$ cat src/ioproc_pkg.sv
package ioproc_pkg;
  // Clock rate and line rates
  localparam int unsigned CLK_HZ    = 200_000_000;
  localparam int unsigned OVS       = 16;  // Ticks per serial bit
  localparam int unsigned BAUD_110  = 110;
  localparam int unsigned BAUD_300  = 300;
  localparam int unsigned BAUD_1200 = 1200;
  localparam int unsigned BAUD_2400 = 2400;
  localparam int unsigned BAUD_9600 = 9600;

  // Register byte offsets
  localparam logic [3:0] ADR_CTRL  = 4'h0;
  localparam logic [3:0] ADR_CMD   = 4'h4;
  localparam logic [3:0] ADR_START = 4'h8;
  localparam logic [3:0] ADR_STAT  = 4'hC;

  // Control register fields and reset value
  localparam int CF_BAUD   = 0;  // Three bits, 0 = 110 .. 4 = 9600
  localparam int CF_EXTCLK = 3;  // Cassette supplies the shift clock when recording
  localparam int CF_EOMCR  = 4;  // End of message sent as CR, else EOT
  localparam int CF_PAR    = 5;  // Printer on the parallel port
  localparam int CF_RXCAS  = 6;  // Receive from cassette, else host
  localparam int CF_DUPLEX = 7;  // Forward keyboard to host
  localparam logic [7:0] CTRL_RST = 8'h04;

  // Command and status bits
  localparam int CB_RECV  = 0;
  localparam int CB_LOCAL = 1;
  localparam int CB_XMIT  = 2;
  localparam int CB_PRINT = 3;
  localparam int SB_PERR  = 2;

  // Synchroniser bit positions and reset value (lines idle at mark)
  localparam int SY_HRX = 0;
  localparam int SY_CRX = 1;
  localparam int SY_CCK = 2;
  localparam int SY_REC = 3;
  localparam int SY_BSY = 4;
  localparam int SY_ONL = 5;
  localparam logic [5:0] SY_RST = 6'h03;

  // Screen geometry and character codes
  localparam logic [6:0] X_LAST  = 7'h49;
  localparam logic [4:0] Y_LAST  = 5'h1A;
  localparam logic [6:0] CH_CR   = 7'h0D;
  localparam logic [6:0] CH_LF   = 7'h0A;
  localparam logic [6:0] CH_EOT  = 7'h04;
  localparam logic [6:0] DISP_LO = 7'h20;
  localparam logic [6:0] DISP_HI = 7'h60;
  localparam logic [1:0] EOT_TAG = 2'h3;  // Memory bits 6:5 both set
  localparam logic [3:0] PRN_HOLD = 4'h4; // Cycles before busy is trusted

  typedef enum logic [1:0] {
    M_LOCAL = 2'b00, M_RECV = 2'b01, M_XMIT = 2'b10, M_PRINT = 2'b11
  } mode_t;
  typedef enum logic [1:0] {
    D_HOST = 2'b00, D_CAS = 2'b01, D_PSER = 2'b10, D_PPAR = 2'b11
  } dest_t;
  typedef enum logic [2:0] {
    S_IDLE = 3'b000, S_RD = 3'b001, S_RDW = 3'b010, S_OUT = 3'b011,
    S_OWT  = 3'b100, S_ADV = 3'b101, S_WR = 3'b110
  } st_t;
endpackage : ioproc_pkg

$ cat src/link_if.sv
interface link_if;
  logic       tick;      // Oversampling tick
  logic       ext_tick;  // Cassette clock edge
  logic       tx_ext;    // Shift on cassette clock
  logic       tx_valid;
  logic       tx_ready;
  logic       tx_par;    // Append parity
  logic [6:0] tx_data;
  logic       txd;
  logic       rxd;
  logic       rx_chk;    // Check parity
  logic       rx_valid;
  logic [6:0] rx_data;
  logic       rx_perr;
  modport ctl (output tick, ext_tick, tx_ext, tx_valid, tx_par, tx_data, rxd,
               rx_chk, input tx_ready, txd, rx_valid, rx_data, rx_perr);
  modport lnk (input tick, ext_tick, tx_ext, tx_valid, tx_par, tx_data, rxd,
               rx_chk, output tx_ready, txd, rx_valid, rx_data, rx_perr);
endinterface : link_if

$ cat src/baud_gen.sv
module baud_gen import ioproc_pkg::*; #(
  parameter int unsigned DIV0 = CLK_HZ / (BAUD_110 * OVS),
  parameter int unsigned DIV1 = CLK_HZ / (BAUD_300 * OVS),
  parameter int unsigned DIV2 = CLK_HZ / (BAUD_1200 * OVS),
  parameter int unsigned DIV3 = CLK_HZ / (BAUD_2400 * OVS),
  parameter int unsigned DIV4 = CLK_HZ / (BAUD_9600 * OVS)
) (
  input  wire logic       clk_i,  // System clock
  input  wire logic       rst_i,  // Synchronous reset
  input  wire logic       en_i,   // Run the divider
  input  wire logic [2:0] sel_i,  // Rate select
  output logic            tick_o  // One-cycle tick
);
  typedef struct packed {
    logic [16:0] cnt;
    logic        tick;
  } bstate_t;
  bstate_t     q, d;
  logic [16:0] lim;

  if (DIV4 < 2 || DIV0 > 131072) begin : g_bad_div
    $error("baud_gen: divisor out of range");
  end

  // Rate select; unused codes fall back to the fastest rate
  always_comb begin
    d = q;
    d.tick = 1'b0;
    unique case (sel_i)
      3'h0:    lim = 17'(DIV0 - 1);
      3'h1:    lim = 17'(DIV1 - 1);
      3'h2:    lim = 17'(DIV2 - 1);
      3'h3:    lim = 17'(DIV3 - 1);
      default: lim = 17'(DIV4 - 1);
    endcase
    // Held at zero while off so each enable starts a clean period
    if (!en_i) begin
      d.cnt = 17'h0;
    end else if (q.cnt == 17'h0) begin
      d.cnt = lim;
      d.tick = 1'b1;
    end else begin
      d.cnt = q.cnt - 17'h1;
    end
  end

  always_ff @(posedge clk_i) begin
    if (rst_i) begin
      q <= '0;
    end else begin
      q <= d;
    end
  end

  assign tick_o = q.tick;
endmodule : baud_gen

$ cat src/serial_link.sv
module serial_link import ioproc_pkg::*; (
  input  wire logic clk_i,  // System clock
  input  wire logic rst_i,  // Synchronous reset
  link_if.lnk       lk      // Control side
);
  typedef struct packed {
    logic       tbusy;
    logic [3:0] tos;
    logic [3:0] tn;
    logic [9:0] tsh;
    logic       txd;
    logic       rbusy;
    logic [3:0] ros;
    logic [3:0] rn;
    logic [7:0] rsh;
    logic       rv;
    logic [6:0] rd;
    logic       rpe;
  } lstate_t;
  lstate_t q, d;
  logic    adv;

  always_comb begin
    d = q;
    d.rv = 1'b0;
    adv = lk.tx_ext ? lk.ext_tick : (lk.tick && q.tos == 4'hF);
    if (lk.tick) begin
      d.tos = q.tos + 4'h1;
    end
    // Frame: start, seven data bits LSB first, parity or mark, stop
    if (!q.tbusy && lk.tx_valid) begin
      d.tbusy = 1'b1;
      d.tn = 4'hA;
      d.tos = 4'h0;
      d.tsh = {1'b1, lk.tx_par ? ^lk.tx_data : 1'b1, lk.tx_data, 1'b0};
    end else if (q.tbusy && adv) begin
      d.tsh = {1'b1, q.tsh[9:1]};
      d.tn = q.tn - 4'h1;
      if (q.tn == 4'h1) begin
        d.tbusy = 1'b0;
      end
    end
    d.txd = d.tbusy ? d.tsh[0] : 1'b1;
    // Receiver samples mid-bit; stays busy to mid stop bit, unchecked, so a zero parity
    // bit is never mistaken for the next start bit
    if (!q.rbusy) begin
      if (!lk.rxd) begin
        d.rbusy = 1'b1;
        d.ros = 4'h0;
        d.rn = 4'h0;
      end
    end else if (lk.tick) begin
      d.ros = q.ros + 4'h1;
      if (q.ros == 4'h7) begin
        d.rn = q.rn + 4'h1;
        if (q.rn == 4'h0 && lk.rxd) begin
          d.rbusy = 1'b0;  // Glitch, not a start bit
        end else if (q.rn == 4'h9) begin
          d.rbusy = 1'b0;
          d.rv = 1'b1;
          d.rd = q.rsh[6:0];
          d.rpe = lk.rx_chk && (^q.rsh);
        end else begin
          d.rsh = {lk.rxd, q.rsh[7:1]};
        end
      end
    end
  end

  always_ff @(posedge clk_i) begin
    if (rst_i) begin
      q <= '0;
      q.txd <= 1'b1;
    end else begin
      q <= d;
    end
  end

  assign lk.tx_ready = ~q.tbusy;
  assign lk.txd      = q.txd;
  assign lk.rx_valid = q.rv;
  assign lk.rx_data  = q.rd;
  assign lk.rx_perr  = q.rpe;
endmodule : serial_link

$ cat src/terminal_io_mode_processor.sv
// Summary of operation
// Transmit fetches foreground characters only and shifts them out serially.
// Host-bound characters get a parity bit appended.
// Transmit with printer on-line follows every CR with an LF.
// First EOT read in transmit sends EOT or CR, then receive mode.
// That EOT on the bottom line triggers delete and roll-up.
// Host returns an LF after the end-of-message code.
// Print fetches foreground and background characters to printer or cassette.
// Print sends CR then LF after each line's last character.
// Recording cassette gets print output; otherwise the printer does.
// Cassette data shifts at baud rate or cassette's own clock.
// Parallel printer port presents seven bits at once.
// Next parallel character waits until printer busy drops.
// Print EOT sends CR, LF and moves cursor to next line start.
// Two EOTs in a row in print also enter receive mode.
// Receive from host or cassette; parity checked on host only.
// Received codes: command out, or one of 65 displayables to memory.
// Write at last position rolls up; next goes to bottom line start.
// In duplex, keyboard characters are forwarded to the host.
// Local mode inhibits all external communication.
// Shift rate selectable: 110, 300, 1200, 2400, 9600 baud.
// Keyboard locked in transmit and print; these start from receive or local.
// Exactly one of four modes; reset gives local mode.
// Host parity failure sets a sticky status flag.
module terminal_io_mode_processor import ioproc_pkg::*; #(
  parameter int unsigned DIV_110  = CLK_HZ / (BAUD_110 * OVS),   // Clocks per tick
  parameter int unsigned DIV_300  = CLK_HZ / (BAUD_300 * OVS),
  parameter int unsigned DIV_1200 = CLK_HZ / (BAUD_1200 * OVS),
  parameter int unsigned DIV_2400 = CLK_HZ / (BAUD_2400 * OVS),
  parameter int unsigned DIV_9600 = CLK_HZ / (BAUD_9600 * OVS)
) (
  input  wire logic        clk_i,        // 200 MHz clock
  input  wire logic        rst_i,        // Synchronous reset
  input  wire logic        wb_cyc_i,     // Wishbone cycle
  input  wire logic        wb_stb_i,     // Wishbone strobe
  input  wire logic        wb_we_i,      // Write enable
  input  wire logic [3:0]  wb_adr_i,     // Byte address
  input  wire logic [3:0]  wb_sel_i,     // Byte lanes
  input  wire logic [31:0] wb_dat_i,     // Write data
  output logic      [31:0] wb_dat_o,     // Read data
  output logic             wb_ack_o,     // Acknowledge
  output logic             mem_req_o,    // Display memory request
  output logic             mem_we_o,     // Memory write
  output logic      [6:0]  mem_x_o,      // Column
  output logic      [4:0]  mem_y_o,      // Line
  output logic      [7:0]  mem_wdata_o,  // Write word, bit 7 foreground
  input  wire logic [7:0]  mem_rdata_i,  // Read word
  input  wire logic        mem_ack_i,    // Memory done
  input  wire logic        host_rxd_i,   // Host serial in
  output logic             host_txd_o,   // Host serial out
  input  wire logic        cas_rxd_i,    // Cassette playback
  output logic             cas_txd_o,    // Cassette record data
  input  wire logic        cas_clk_i,    // Cassette shift clock
  input  wire logic        cas_rec_i,    // Cassette attached and recording
  input  wire logic        prn_online_i, // Printer on-line
  input  wire logic        prn_busy_i,   // Printer busy
  output logic             prn_txd_o,    // Printer serial out
  output logic      [6:0]  prn_data_o,   // Printer parallel data
  output logic             prn_strobe_o, // Parallel data valid
  input  wire logic        kb_valid_i,   // Keyboard character
  input  wire logic [6:0]  kb_data_i,    // Keyboard code
  output logic             kb_lock_o,    // Keyboard lockout
  output logic             cmd_valid_o,  // Received function command
  output logic      [6:0]  cmd_code_o,   // Command code
  output logic             roll_o        // Delete and roll-up request
);
  typedef struct packed {
    mode_t       mode;
    st_t         st;
    dest_t       dest;
    logic [6:0]  x;
    logic [4:0]  y;
    logic [6:0]  sx;
    logic [4:0]  sy;
    logic [6:0]  code;
    logic [1:0]  pend;  // CR/LF still owed: 2 = CR then LF, 1 = LF
    logic        fin;
    logic        nl;
    logic        rollf;
    logic        eotp;
    logic [7:0]  ctrl;
    logic        perr;
    logic        roll;
    logic        mreq;
    logic        mwe;
    logic [7:0]  mwd;
    logic        tv;
    logic [6:0]  pdat;
    logic        pstb;
    logic [3:0]  hold;
    logic        cmdv;
    logic [6:0]  cmdc;
    logic        htxd;
    logic        ctxd;
    logic        ptxd;
    logic        kbl;
    logic        ack;
    logic [31:0] rdat;
    logic [5:0]  s1;
    logic [5:0]  s2;
    logic        cprev;
  } tstate_t;
  tstate_t q, d;
  logic    req, wreq, cmdw, is_eot, wrap, odone;
  dest_t   dsel;
  link_if  lk ();

  baud_gen #(
    .DIV0 (DIV_110),
    .DIV1 (DIV_300),
    .DIV2 (DIV_1200),
    .DIV3 (DIV_2400),
    .DIV4 (DIV_9600)
  ) u_baud (
    .clk_i  (clk_i),
    .rst_i  (rst_i),
    .en_i   (q.mode != M_LOCAL),
    .sel_i  (q.ctrl[CF_BAUD +: 3]),
    .tick_o (lk.tick)
  );

  serial_link u_link (
    .clk_i (clk_i),
    .rst_i (rst_i),
    .lk    (lk)
  );

  // Link steering; the synchronised pins are the only ones read
  assign lk.tx_valid = q.tv;
  assign lk.tx_data  = q.code;
  assign lk.tx_par   = (q.dest == D_HOST);
  assign lk.tx_ext   = q.ctrl[CF_EXTCLK] && (q.dest == D_CAS);
  assign lk.ext_tick = q.s2[SY_CCK] && !q.cprev;
  assign lk.rxd      = q.ctrl[CF_RXCAS] ? q.s2[SY_CRX] : q.s2[SY_HRX];
  assign lk.rx_chk   = !q.ctrl[CF_RXCAS];

  // Decode helpers
  assign req    = wb_cyc_i && wb_stb_i && !q.ack;
  assign wreq   = req && wb_we_i;
  assign cmdw   = wreq && (wb_adr_i == ADR_CMD) && wb_sel_i[0];
  assign is_eot = (mem_rdata_i[6:5] == EOT_TAG);
  assign wrap   = q.nl || (q.x == X_LAST);
  assign dsel   = (q.mode != M_PRINT) ? D_HOST :
                  q.s2[SY_REC] ? D_CAS :
                  q.ctrl[CF_PAR] ? D_PPAR : D_PSER;
  assign odone  = (q.dest == D_PPAR) ? (q.hold == 4'h0 && !q.s2[SY_BSY])
                                     : (!q.tv && lk.tx_ready);

  always_comb begin
    d = q;
    d.roll = 1'b0;
    d.pstb = 1'b0;
    d.cmdv = 1'b0;
    d.s1 = {prn_online_i, prn_busy_i, cas_rec_i, cas_clk_i, cas_rxd_i, host_rxd_i};
    d.s2 = q.s1;
    d.cprev = q.s2[SY_CCK];
    if (q.tv && lk.tx_ready) begin
      d.tv = 1'b0;
    end
    // Idle lines held at mark so an unused port never sees a frame
    d.htxd = (q.dest == D_HOST) ? lk.txd : 1'b1;
    d.ctxd = (q.dest == D_CAS) ? lk.txd : 1'b1;
    d.ptxd = (q.dest == D_PSER) ? lk.txd : 1'b1;
    d.kbl = (q.mode == M_XMIT) || (q.mode == M_PRINT);

    // Register writes and registered read data
    d.ack = req;
    if (req && !wb_we_i) begin
      unique case (wb_adr_i)
        ADR_CTRL:  d.rdat = {24'h0, q.ctrl};
        ADR_START: d.rdat = {19'h0, q.sy, 1'b0, q.sx};
        ADR_STAT:  d.rdat = {11'h0, q.y, 1'b0, q.x, 3'h0, q.s2[SY_BSY],
                             q.st != S_IDLE, q.perr, q.mode};
        default:   d.rdat = 32'h0;
      endcase
    end
    if (wreq && wb_adr_i == ADR_CTRL && wb_sel_i[0]) begin
      d.ctrl = wb_dat_i[7:0];
    end
    if (wreq && wb_adr_i == ADR_START) begin
      if (wb_sel_i[0]) begin
        d.sx = wb_dat_i[6:0];
      end
      if (wb_sel_i[1]) begin
        d.sy = wb_dat_i[12:8];
      end
    end
    // Clear first so a parity failure in the same cycle survives
    if (wreq && wb_adr_i == ADR_STAT && wb_sel_i[0] && wb_dat_i[SB_PERR]) begin
      d.perr = 1'b0;
    end

    unique case (q.st)
      S_IDLE: begin
        if (cmdw && (q.mode == M_RECV || q.mode == M_LOCAL)) begin
          d.fin = 1'b0;
          d.nl = 1'b0;
          d.rollf = 1'b0;
          d.eotp = 1'b0;
          d.pend = 2'h0;
          d.x = q.sx;
          d.y = q.sy;
          if (wb_dat_i[CB_XMIT]) begin
            d.mode = M_XMIT;
            d.st = S_RD;
          end else if (wb_dat_i[CB_PRINT]) begin
            d.mode = M_PRINT;
            d.st = S_RD;
          end else if (wb_dat_i[CB_RECV]) begin
            d.mode = M_RECV;
          end else if (wb_dat_i[CB_LOCAL]) begin
            d.mode = M_LOCAL;
          end
        end else if (q.mode == M_RECV && lk.rx_valid) begin
          if (lk.rx_perr) begin
            d.perr = 1'b1;
          end else if (lk.rx_data >= DISP_LO && lk.rx_data <= DISP_HI) begin
            d.mreq = 1'b1;
            d.mwe = 1'b1;
            d.mwd = {1'b1, lk.rx_data};
            d.st = S_WR;
          end else begin
            d.cmdv = 1'b1;
            d.cmdc = lk.rx_data;
          end
        end else if (q.mode == M_RECV && q.ctrl[CF_DUPLEX] && kb_valid_i) begin
          d.code = kb_data_i;
          d.pend = 2'h0;
          d.st = S_OUT;
        end
      end
      S_RD: begin
        d.mreq = 1'b1;
        d.mwe = 1'b0;
        d.st = S_RDW;
      end
      S_RDW: begin
        if (mem_ack_i) begin
          d.mreq = 1'b0;
          d.nl = 1'b0;
          d.st = S_OUT;
          if (q.mode == M_XMIT) begin
            if (is_eot) begin
              d.code = q.ctrl[CF_EOMCR] ? CH_CR : CH_EOT;
              d.pend = {1'b0, q.ctrl[CF_EOMCR] && q.s2[SY_ONL]};
              d.fin = 1'b1;
              d.rollf = (q.y == Y_LAST);
            end else if (mem_rdata_i[7]) begin
              d.code = mem_rdata_i[6:0];
              d.pend = {1'b0, q.s2[SY_ONL] && mem_rdata_i[6:0] == CH_CR};
            end else begin
              d.st = S_ADV;
            end
          end else if (is_eot) begin
            d.code = CH_CR;
            d.pend = 2'h1;
            d.nl = 1'b1;
            d.fin = q.eotp;
            d.eotp = 1'b1;
          end else begin
            d.code = mem_rdata_i[6:0];
            d.pend = (q.x == X_LAST) ? 2'h2 : 2'h0;
            d.eotp = 1'b0;
          end
        end
      end
      S_OUT: begin
        d.dest = dsel;
        d.st = S_OWT;
        if (dsel == D_PPAR) begin
          d.pdat = q.code;
          d.pstb = 1'b1;
          d.hold = PRN_HOLD;
        end else begin
          d.tv = 1'b1;
        end
      end
      S_OWT: begin
        if (q.hold != 4'h0) begin
          d.hold = q.hold - 4'h1;
        end
        if (odone) begin
          if (q.pend != 2'h0) begin
            d.code = (q.pend == 2'h2) ? CH_CR : CH_LF;
            d.pend = q.pend - 2'h1;
            d.st = S_OUT;
          end else if (q.mode == M_RECV) begin
            d.st = S_IDLE;
          end else begin
            d.st = S_ADV;
          end
        end
      end
      S_ADV: begin
        d.st = S_RD;
        d.nl = 1'b0;
        if (wrap) begin
          d.x = 7'h0;
          if (q.y != Y_LAST) begin
            d.y = q.y + 5'h1;
          end
        end else begin
          d.x = q.x + 7'h1;
        end
        // End of message or end of screen returns to receive
        if (q.fin || (wrap && q.y == Y_LAST)) begin
          d.mode = M_RECV;
          d.st = S_IDLE;
        end
        if (q.fin && q.rollf) begin
          d.roll = 1'b1;
          d.x = 7'h0;
          d.y = Y_LAST;
        end
      end
      S_WR: begin
        if (mem_ack_i) begin
          d.mreq = 1'b0;
          d.mwe = 1'b0;
          d.st = S_IDLE;
          if (q.x == X_LAST) begin
            d.x = 7'h0;
            if (q.y == Y_LAST) begin
              d.roll = 1'b1;
            end else begin
              d.y = q.y + 5'h1;
            end
          end else begin
            d.x = q.x + 7'h1;
          end
        end
      end
      default: d.st = S_IDLE;
    endcase
  end

  always_ff @(posedge clk_i) begin
    if (rst_i) begin
      q <= '0;
      q.ctrl <= CTRL_RST;
      q.htxd <= 1'b1;
      q.ctxd <= 1'b1;
      q.ptxd <= 1'b1;
      q.s1 <= SY_RST;
      q.s2 <= SY_RST;
    end else begin
      q <= d;
    end
  end

  assign wb_dat_o     = q.rdat;
  assign wb_ack_o     = q.ack;
  assign mem_req_o    = q.mreq;
  assign mem_we_o     = q.mwe;
  assign mem_x_o      = q.x;
  assign mem_y_o      = q.y;
  assign mem_wdata_o  = q.mwd;
  assign host_txd_o   = q.htxd;
  assign cas_txd_o    = q.ctxd;
  assign prn_txd_o    = q.ptxd;
  assign prn_data_o   = q.pdat;
  assign prn_strobe_o = q.pstb;
  assign kb_lock_o    = q.kbl;
  assign cmd_valid_o  = q.cmdv;
  assign cmd_code_o   = q.cmdc;
  assign roll_o       = q.roll;
endmodule : terminal_io_mode_processor

$ cat config.mk
export PLATFORM = sky130hd
export DESIGN_NAME = terminal_io_mode_processor
export DESIGN_NICKNAME = d
export VERILOG_FILES = /design/src/ioproc_pkg.sv /design/src/link_if.sv /design/src/baud_gen.sv /design/src/serial_link.sv /design/src/terminal_io_mode_processor.sv
export SDC_FILE = /design/constraint.sdc
export NUM_CORES = 1
export LEC_CHECK = 0
export BUFFER_PORTS_ARGS = -buffer_cell sky130_fd_sc_hd__buf_2
export CAP_MARGIN = 20
export CORE_ASPECT_RATIO = 1.4
export CORE_MARGIN = 2
export CORE_UTILIZATION = 40
export CTS_CLUSTER_SIZE = 8
export DETAILED_ROUTE_END_ITERATION = 8
export PLACE_DENSITY = 0.72
export REMOVE_ABC_BUFFERS = 1
export SKIP_CTS_REPAIR_TIMING = 1
export SYNTH_ARGS = -nofsm -noshare
export SYNTH_HDL_FRONTEND = slang
export SYNTH_HIERARCHICAL = 1
export SYNTH_SLANG_ARGS = --single-unit
export TNS_END_PERCENT = 50
$ cat constraint.sdc
create_clock -name clk_i -period 2.5 [get_ports clk_i]
set_input_delay 0.625 -clock clk_i [delete_from_list [all_inputs] [get_ports clk_i]]
set_output_delay 0.625 -clock clk_i [all_outputs]
set_load 0.01 [all_outputs]
# Yosys cells after proc, flatten, opt, wreduce, memory -nomap -nowiden
# Cells that the tools add are included.
[totals]
register_bits = 199
input_bits = 68
out_inout_bits = 76
word_cells = 344
[op_classes]
addsub = 9
n_lt_le_gt_ge = 2
eq_ne = 62
n_mux = 108
bitwise = 17
n_reduce_logical = 96
[ops]
columns = ["operator", "count"]
rows = [
  ["2-to-1 mux 9 bit", 11],
  ["case mux 17 bit (4 select lines)", 1],
  ["case mux 21 bit (3 select lines)", 1],
  ["2-to-1 mux 10 bit", 5],
  ["2-to-1 mux 12 bit", 4],
  ["2-to-1 mux 3 bit", 16],
  ["!= test 2 bit (second input constant)", 23],
  ["case mux 12 bit (3 select lines)", 1],
  ["2-to-1 mux 17 bit", 2],
  ["logical AND 1 bit", 31],
  ["2-to-1 mux 5 bit", 6],
  ["2-to-1 mux 1 bit", 29],
  ["2-to-1 mux 14 bit", 2],
  ["AND reduction 7 bit", 4],
  ["case mux 9 bit (3 select lines)", 1],
  ["2-to-1 mux 26 bit", 1],
  ["AND reduction 5 bit", 5],
  ["2-to-1 mux 21 bit", 1],
  ["2-to-1 mux 7 bit", 3],
  ["case mux 3 bit (7 select lines)", 1],
  ["!= test 4 bit (second input constant)", 5],
  ["2-to-1 mux 2 bit", 9],
  ["zero test 17 bit", 1],
  ["inverter 1 bit", 17],
  ["46 further kinds", 114],
]

# Depth between registers and ports, before layout
# Gate-level depths: netlist of the first run.
[logic_depth]
ltp_word = 11
depth_mapped = 8

# Modules after synthesis
# The synthesis of the first run kept the hierarchy.
[modules_own_cells]
columns = ["mod", "instances", "cells_each", "area_each_um2", "seq_area_each_um2"]
rows = [
  ["terminal_io_mode_processor", 1, 712, 6227.2, 2462.4],
  ["serial_link", 1, 252, 2290.9, 920.9],
  ["baud_gen", 1, 119, 1026.0, 360.3],
]

# Least setup slack after synthesis of the first run
# OpenSTA, ideal clock, no wires.
[synth_path]
path_type = "input to register"
start = "input wb_adr_i[2]"
end = "register q[132] (netlist name)"
t_arrival_ns = 2.386
required_ns = 2.414
setup_slack_ns = 0.028
stages = 6
n_path_buf = 1
cell_sequence = "buf_4 -> or3b_1 -> nor3_1 -> mux2_2 -> a221o_1 -> a221oi_2"
[synth_between]
elab_chain_cells = 6
word_cells_on_any_way = 11
classes_between = "eq/ne: 5; mux: 2; reduce/logical: 4"
[synth_lines]
columns = ["item", "line_no", "rtl"]
rows = [
  ["start, declared", "terminal_io_mode_processor.sv:37", "input wire logic [3:0] wb_adr_i,"],
  ["== test 4 x 3 -> 1 bit *", "terminal_io_mode_processor.sv:140", "assign cmdw = wreq && (wb_adr_i == ADR_CMD) && wb_sel_i[0];"],
  ["logical AND 1 bit * (2 in series)", "terminal_io_mode_processor.sv:140", ""],
  ["logical AND 1 bit *", "terminal_io_mode_processor.sv:195", "if (cmdw && (q.mode == M_RECV || q.mode == M_LOCAL)) begin"],
  ["!= test 4 bit (no line) or 2-to-1 mux 3 bit (tied branches)", "--", ""],
  ["AND reduction 7 bit (no line) or case mux 3 bit (7 select lines) (tied branches)", "--", ""],
  ["end, declared", "terminal_io_mode_processor.sv:103", "tstate_t q, d;"],
]
# Every way passes the cells marked *; elsewhere a longest branch is shown, timed or not.
# A chain may end at the register's enable or synchronous reset.

# Worst setup path in the final report of the first run
[layout_path]
start = "register u_link.q (netlist bit u_link/lk.rx_data[1])"
end = "register q[132] (netlist name)"
[layout_between]
elab_chain_cells = 4
word_cells_on_any_way = 5
classes_between = "order compare: 2; eq/ne: 1; reduce/logical: 2"
[layout_lines]
columns = ["item", "line_no", "rtl"]
rows = [
  ["start, declared", "serial_link.sv:20", "lstate_t q, d;"],
  ["greater-or-equal comparator 7 x 6 -> 1 bit or <= comparator 7 bit (tied branches)", "terminal_io_mode_processor.sv:217", "end else if (lk.rx_data >= DISP_LO && lk.rx_data <= DISP_HI) begin"],
  ["logical AND 1 bit *", "terminal_io_mode_processor.sv:217", ""],
  ["!= test 4 bit (no line) *", "--", ""],
  ["AND reduction 7 bit (no line) *", "--", ""],
]
# Marked as above.

==> results.ini, run 1 <==
[logic_synthesis]
yosysTopAreaCell = dfxtp_1
ys_types = 89
synth.top_cell.area_share_pct = 39.2
ys_top_cells_by_area = dfxtp_1 39%, buf_4 5.9%, mux2i_1 5.6%, nor2_1 4.9%, a21oi_1 3.8%
yosysWarnings = 6
ys_seq_area_share_pct = 39.2
synth_edf_count = 0
synth_ff_type = dfxtp_1
ys_seq_elements = 187
syn_avg_cell_area_um2 = 8.81
ys_top_cells_by_count = 187 x dfxtp_1, 124 x nor2_1, 75 x buf_4
netlist_instances = 1083
yosysMostFrequentCell = dfxtp_1
syn_area_um2 = 9540
synthArstFlopShare_pct = 0

[detailed_routing]
wl_per_cell_um = 16.9
vias = 8118
top_layer = met5
dr_wl_met3_um = 928
routed_via_density = 5.54
drt_pre_antenna_iters = 6
route.detailed.drc = 0
wl_um = 24700
wl_met1_um = 9510
wl_met2_um = 12900
final_antenna_net_count = 0
drtIter0Drc = 626

[status]
outcome = completed

[sta]
finalMaxSlewViolations = 0
fin_skew_ns = 0.00708
hold_violations = 0
finalCritPeriodShare_pct = 93.5
setup_slack_ns = 0.164
setup_violations = 0
maxSlewHeadroom_pct = 46.1
holdWs_ns = 0.367
worst_pin_slew_ns = 0.807
fmax_mhz = 428
fin_crit_ns = 2.34
rsz0062_at_grt = false

[setup_path]
cp-start-kind = register
path_class = register to register
cp_max_fo = 4
worstPathArrival_ns = 2.69
cpMaxStageDelayCell = or4_1
worstPathRequired_ns = 2.85
path_cells = or4_1, o211a_1, or3_1, a221o_1, a221oi_2
critPathMaxStageDelay_ns = 0.58
endpoint_kind = register

[pwr]
p_switching_mw = 2.26
power_density_nw_per_um2 = 705
leakage_nw = 4.44
internal_power_mw = 5.31
finalPower_mw = 7.56
seq_power_share_pct = 42.5
power_frac_comb_pct = 21.0
sw_frac_of_total_pct = 29.8
ir_drop_uv = 461
clkPwrFrac_pct = 36.5

[global_routing]
grt_pass1_vias = 7861
antenna_found_initial = 3
grt_pass1_wl_um = 39300
grt-ovfl-total = 0
grt_max_degree = 67
grt_usage_pct = 19.4

[flow_run]
cap_violations = 0

[placed_design]
place_ws_ns = -0.342
dpl_cell_area_um2 = 10100
post-place-cells = 1431
place.gp.congestion = 0.915
dp_hpwl_um = 17900
port_buffers = 110

[final_layout]
area_growth_pct = 12.5
layout-drive-gt1-share_pct = 20.9
nets = 1229
stdcell_area_um2 = 10700
fin_cells = 1465

[floorplan]
die-area_um2 = 25100
fp.dieH_um = 187
pin_count = 144
initial_core_util_pct = 40.8
core_um2 = 23400
rows = 66
fp.dieW_um = 135

[clock_network]
cts_buffer_depth = 2
cts_buffers = 17
cts_root_buffer = clkbuf_16
htreeDepth = 4
cts_tree = yes
clk_latency_ns = 0.44
clock_sinks = 187
path_clk_slew_ns = 0.07

[min_path]
min_path_type = input port to register

power by group through the flow:
| stage | Combinational [mW] | Sequential, mW | Clock (mW) |
|---|---|---|---|
| after floorplan | 0.920 | 3.30 | 0 |
| after global placement | 1.54 | 3.27 | 0 |
| after detailed placement | 1.56 | 3.28 | 0 |
| after CTS | 1.57 | 3.21 | 2.81 |
| after global routing | 1.73 | 3.22 | 2.92 |
| final | 1.59 | 3.21 | 2.76 |
stage by stage:
step / util [%] / setup TNS, ns
after global placement: 43.3 / -4.33
final: 45.9 / 0
after floorplan: - / 0
after detailed placement: 43.3 / -5.04
after global routing: 45.9 / 0
after CTS: 45.9 / 0
state kept, by name, summed over array words and instances, names as in the netlist, 5 cells and up:
signal,cells
q,44
u_link/q,36
wb_dat_o,20
u_baud/q,17
mem_wdata_o,8
cmd_code_o,7
d,7
lk.tx_data,7
mem_x_o,7
prn_data_o,7
u_link/lk.rx_data,7
mem_y_o,5
layout make-up:
cell class / count / area (um^2)
Sequential cell: 187 / 3740
Fill cell: 2226 / 12600
Tap cell: 306 / 383
Clock buffer: 20 / 457
Multi-Input combinational cell: 744 / 4920
Antenna cell: 2 / 5.00
Inverter: 33 / 124
Clock inverter: 12 / 138
Timing Repair Buffer: 161 / 961
final timing paths:
| kind | from | end | slack (ns) | cells past startpoint |
|---|---|---|---|---|
| hold reg to reg | d[1] | q[1] | 0.41 | 1 |
| setup reg to reg | u_link/lk.rx_data[1] | q[132] | 0.16 | 5 |
| setup / recovery | u_link/lk.rx_data[1] | q[132] | 0.16 | 5 |
| hold / removal | cas_rxd_i | d[2] | 0.37 | 2 |
cell usage in the layout, fill, tap and decap left out, types with 26 or more instances in the layout:
cell type / instances
mux2i_1: 53
a21oi_1: 73
buf_2: 109
o21ai_0: 29
nor2_1: 124
inv_1: 32
nor3_1: 33
dfxtp_1: 187
nor2b_1: 27
nand3_1: 26
nand2_1: 48
buf_4: 50
cell families after synthesis:
family | synth area share [%]
buffers and inverters | 9.70
adder cells (fa/ha/maj) | 2.23
XOR/XNOR | 3.04
AO/OA/AOI/OAI | 18.1
other | 0.0393
flip-flops | 39.2
multiplexers | 6.50
AND/OR/NAND/NOR | 21.2
layer usage:
| metal | global-route usage [%] | up-vias |
|---|---|---|
| met3 | 3.78 | 78 |
| met4 | 11.7 | 2 |
| met5 | 0 | - |
| met2 | 34.7 | 233 |
| met1 | 20.7 | 3852 |
| li1 | - | 3953 |
worst max-delay path: cells and delay by family (launching register included):
| kind | cells | cell delay [ns] |
|---|---|---|
| simple gates | 2 | 0.99 |
| flops | 1 | 0.34 |
| compound gates | 3 | 0.92 |
Power figures use the tool's default switching activity.
==> run 2: changes to the inputs <==
ABC_AREA = 1   (was default)
GPL_ROUTABILITY_DRIVEN = 0   (was default)
==> results.ini, run 2 <==
[setup_path]
cpMaxStageDelayCell = o21ai_2
endpoint_kind = register
path_cells = ha_1, nand3_1, o21ai_2, nand2_2, nand2_1, nor2_1, o21ai_0, inv_1
worstPathArrival_ns = 2.36
critPathMaxStageDelay_ns = 0.45
cp-start-kind = register
path_class = register to register
cp_max_fo = 17
worstPathRequired_ns = 2.82

[logic_synthesis]
synth_edf_count = 0
ys_seq_area_share_pct = 38.4
yosysTopAreaCell = dfxtp_1
yosysMostFrequentCell = nand2_1
syn_avg_cell_area_um2 = 7.13
syn_area_um2 = 9740
ys_types = 52
yosysWarnings = 6
ys_seq_elements = 187
ys_top_cells_by_count = 297 x nand2_1, 187 x dfxtp_1, 179 x nor2_1
netlist_instances = 1366
synth_ff_type = dfxtp_1
synthArstFlopShare_pct = 0
synth.top_cell.area_share_pct = 38.4
ys_top_cells_by_area = dfxtp_1 38%, nand2_1 11%, nor2_1 6.9%, buf_4 5.9%, inv_1 5.3%

[detailed_routing]
routed_via_density = 5.01
final_antenna_net_count = 0
wl_um = 23900
vias = 8729
wl_per_cell_um = 13.7
route.detailed.drc = 0
drtIter0Drc = 458
drt_pre_antenna_iters = 5

[clock_network]
cts_root_buffer = clkbuf_16
clk_latency_ns = 0.43
clock_sinks = 187
htreeDepth = 4
cts_buffers = 17
cts_buffer_depth = 2
cts_tree = yes
path_clk_slew_ns = 0.07

[final_layout]
nets = 1502
final_common_cell = nand2_1
final_cell_mix = 297 x nand2_1, 187 x dfxtp_1, 179 x nor2_1, 138 x inv_1, 110 x buf_2
fin_util_pct = 44.8
area_growth_pct = 10.3
layout-drive-gt1-share_pct = 17.0
largest_register_ffs = 44
regMostFlops = q
fin_cells = 1741
num-fill-cells = 2451

[sta]
fin_crit_ns = 2.04
rsz0062_at_grt = false
fin_setup_tns_ns = 0
fin_skew_ns = 0.0111
finalMaxSlewViolations = 0
worst_pin_slew_ns = 0.522
setup_violations = 0
setup_slack_ns = 0.463
hold_violations = 0
finalCritPeriodShare_pct = 81.5
fmax_mhz = 491
maxSlewHeadroom_pct = 65.1

[pwr]
ir_drop_uv = 476
finalPower_mw = 8.75
leakage_nw = 4.83
power_density_nw_per_um2 = 815

[global_routing]
grt_pass1_vias = 8321
grt_usage_pct = 18.9
use_met2_pct = 35.3
use_met3_pct = 2.96
met1_usage_pct = 20.3
grt-ovfl-total = 0
grt_pass1_wl_um = 38800
grt_max_degree = 62
antenna_found_initial = 1
grt-busiest-layer = met2

[floorplan]
rows = 67
pin_count = 144
fp.dieH_um = 189
fp.dieW_um = 136
die-area_um2 = 25600
initial_core_util_pct = 40.6
core_um2 = 24000

[flow_run]
cap_violations = 0

[placed_design]
post-place-cells = 1708
place_ws_ns = 0.288
dp_hpwl_um = 18200
port_buffers = 110

[min_path]
min_path_type = input port to register

[status]
outcome = completed

run 2: per-stage QoR:
stage	instance area [um^2]	hold WS [ns]
floorplan	9060	0.388
finish	10700	0.372
global placement	10100	0.397
CTS	10700	0.351
detailed placement	10100	0.400
global route	10700	0.387
run 2: final timing paths:
path                start           end  slack, ns  depth (start not counted)
min reg2reg          d[6]          q[6]       0.41                          2
max reg2reg  u_link/q[42]  u_link/q[38]       0.46                          8
min             cas_rxd_i          d[2]       0.37                          2
max          u_link/q[42]  u_link/q[38]       0.46                          8
run 2: final cells by class:
type / count / area (um^2) / share of cell area, %
multi-input combinational: 933 / 4750 / 44.2
sequential: 187 / 3740 / 34.8
antenna: 1 / 2.50 / 0.0233
clock inverter: 13 / 155 / 1.44
inverter: 152 / 572 / 5.32
timing repair buffer: 126 / 683 / 6.36
tap: 310 / 388 / 3.61
clock buffer: 19 / 453 / 4.22
run 2: layer usage:
metal / wire (um) / part of all wire [%]
met1: 9530 / 40
met4: 751 / 3.1
met2: 12500 / 52
met5: 0 / 0
met3: 1110 / 4.6
run 2: kinds of logic (layout without fill, tap and decap cells):
logic type	Yosys count	in the layout	synth area share [%]
buffers and inverters	257	310	13.3
DFF	187	187	38.4
and+or+nand+nor	663	663	31.5
xor gates and xnor gates	22	22	1.98
adders and majority gates	17	17	2.18
AOI/OAI and AO/OA	219	219	12.6
other	1	13	0.0385
run 2: critical path, delay by kind of cell (launching register included):
family	cells	cell delay [ns]
adder cells (fa/ha/maj)	1	0.20
AO/OA/AOI/OAI	2	0.62
AND/OR/NAND/NOR	4	0.65
flip-flops	1	0.39
buffers and inverters	1	0.06
run 2: report_power, final:
group	internal (mW)	total, mW	switching (mW)
combinational	0.839	2.50	1.66
sequential	3.18	3.45	0.265
clock	1.56	2.80	1.24
==> run 3: changes to the inputs <==
clock period = 1.8 ns   (was 2.5 ns; I/O delays follow)
==> results.ini, run 3 (same netlist as run 2, synthesis figures left out) <==
[final_layout]
stdcell_area_um2 = 11300
final_cell_mix = 296 x nand2_1, 184 x dfxtp_1, 178 x nor2_1, 138 x inv_1, 110 x buf_2
largest_register_ffs = 44
layout-drive-gt1-share_pct = 20.9
area_growth_pct = 15.8
final_common_cell = nand2_1
nets = 1564
regMostFlops = q

[detailed_routing]
wl_per_cell_um = 13.3
final_antenna_net_count = 0
vias = 8905
drtIter0Drc = 493
wl_um = 24000
route.detailed.drc = 0
drt_pre_antenna_iters = 5
routed_via_density = 4.94

[setup_path]
r2r_end = mem_y_o[1]
path_class = register to register
worstSetupEndpoint = mem_y_o[1]
cp-startpoint = mem_x_o[1]
r2r_slack_ns = 0.12
worstReg2RegStart = mem_x_o[1]
endpoint_kind = register
worstPathRequired_ns = 2.13
cp_max_fo = 8
worstPathArrival_ns = 2.01
r2r_cells = 11
cp-start-kind = register

[status]
outcome = completed

[global_routing]
grt_usage_pct = 19.0
grt-ovfl-total = 0
grt_pass1_vias = 8503
grt_pass1_wl_um = 39000
antenna_found_initial = 1
grt_max_degree = 62

[floorplan]
die-area_um2 = 25600
pin_count = 144
core_um2 = 24000
fp.dieW_um = 136
initial_core_util_pct = 40.6
rows = 67
fp.dieH_um = 189

[sta]
setup_violations = 0
rsz0062_at_grt = false
finalCritPeriodShare_pct = 93.2
fmax_mhz = 596
hold_violations = 0
fin_setup_tns_ns = 0
fin_skew_ns = 0.0138
fin_crit_ns = 1.68
holdWs_ns = 0.194
finalMaxSlewViolations = 0

[clock_network]
cts_tree = yes
cts_root_buffer = clkbuf_16
cts_buffers = 17
cts_buffer_depth = 2
clock_sinks = 187
path_clk_slew_ns = 0.07
clk_latency_ns = 0.45
htreeDepth = 4

[pwr]
sw_frac_of_total_pct = 36.2
power_density_nw_per_um2 = 1130
leakage_nw = 5.17
internal_power_mw = 8.11
power_frac_comb_pct = 32.7
clkPwrFrac_pct = 30.0
seq_power_share_pct = 37.3
p_switching_mw = 4.61
ir_drop_uv = 765

[flow_run]
cap_violations = 0

[placed_design]
dpl_cell_area_um2 = 10600
dp_hpwl_um = 18300
port_buffers = 110

[min_path]
min_path_type = input port to register

run 3: changes by cell type in the layout (fill, tap and decap cells not counted), moves of 2 or more:
cell / before / now
o21ai_0: 68 / 66
buf_4: 15 / 72
o21ai_1: 16 / 18
dfxtp_1: 187 / 184
inv_6: 4 / 6
dfxtp_2: 0 / 3
buf_12: 1 / 5
run 3: layout make-up:
type	instances	area, um^2
multi-input cells	934	4780
clock inverters	13	146
inverters	152	572
repair buffers	187	1190
clock buffers	19	453
flip-flops and latches	187	3750
diodes	1	2.50
fillers	2441	12700
well taps	310	388
run 3: stage by stage:
stage / instances / util (%) / worst slack [ns] / power, mW
after detailed placement: 1764 / 44.2 / -0.127 / 8.81
final: 1803 / 47.1 / 0.123 / 12.7
after floorplan: 1272 / - / -0.200 / 7.35
after CTS: 1796 / 46.7 / -0.00658 / 12.6
after global routing: 1802 / 47.1 / 0.00145 / 13.5
after global placement: 1764 / 44.2 / -0.0831 / 8.73
run 3: critical path, stage by stage, from the launching register on:
cell	delay, ns
dfxtp_1	0.33
inv_1	0.06
ha_1	0.17
nand2_1	0.06
nand3b_1	0.28
o21ai_4	0.14
nor2_8	0.17
nor2_4	0.05
nand2_4	0.10
clkinv_2	0.07
nor2_1	0.09
nor2_1	0.05
run 3: worst min path at each step:
stage / startpoint / endpoint / slack (ns) / cells past startpoint
6_report: host_rxd_i / d[1] / 0.19 / 2
5_1_grt: cas_rxd_i / d[2] / 0.18 / 2
4_1_cts: host_rxd_i / d[1] / 0.18 / 2
3_5_place_dp: d[2] / q[2] / 0.40 / 1
3_3_place_gp: d[6] / q[6] / 0.39 / 2
2_1_floorplan: d[3] / d[0] / 0.39 / 2
run 3: power by group through the flow:
stage	Sequential [mW]	Clock [mW]	Combinational, mW
floorplan	4.85	0	2.50
global route	4.78	4.06	4.65
CTS	4.73	3.90	4.01
global placement	4.82	0	3.91
detailed placement	4.82	0	3.99
finish	4.74	3.81	4.16
run 3: metal layers:
| layer | track usage [%] | wire [um] | part of all wire (%) |
|---|---|---|---|
| met4 | 12.2 | 1200 | 5.0 |
| met2 | 33.2 | 12200 | 51 |
| met5 | 0 | 0 | 0 |
| met1 | 21.1 | 9470 | 39 |
| met3 | 3.17 | 1110 | 4.6 |
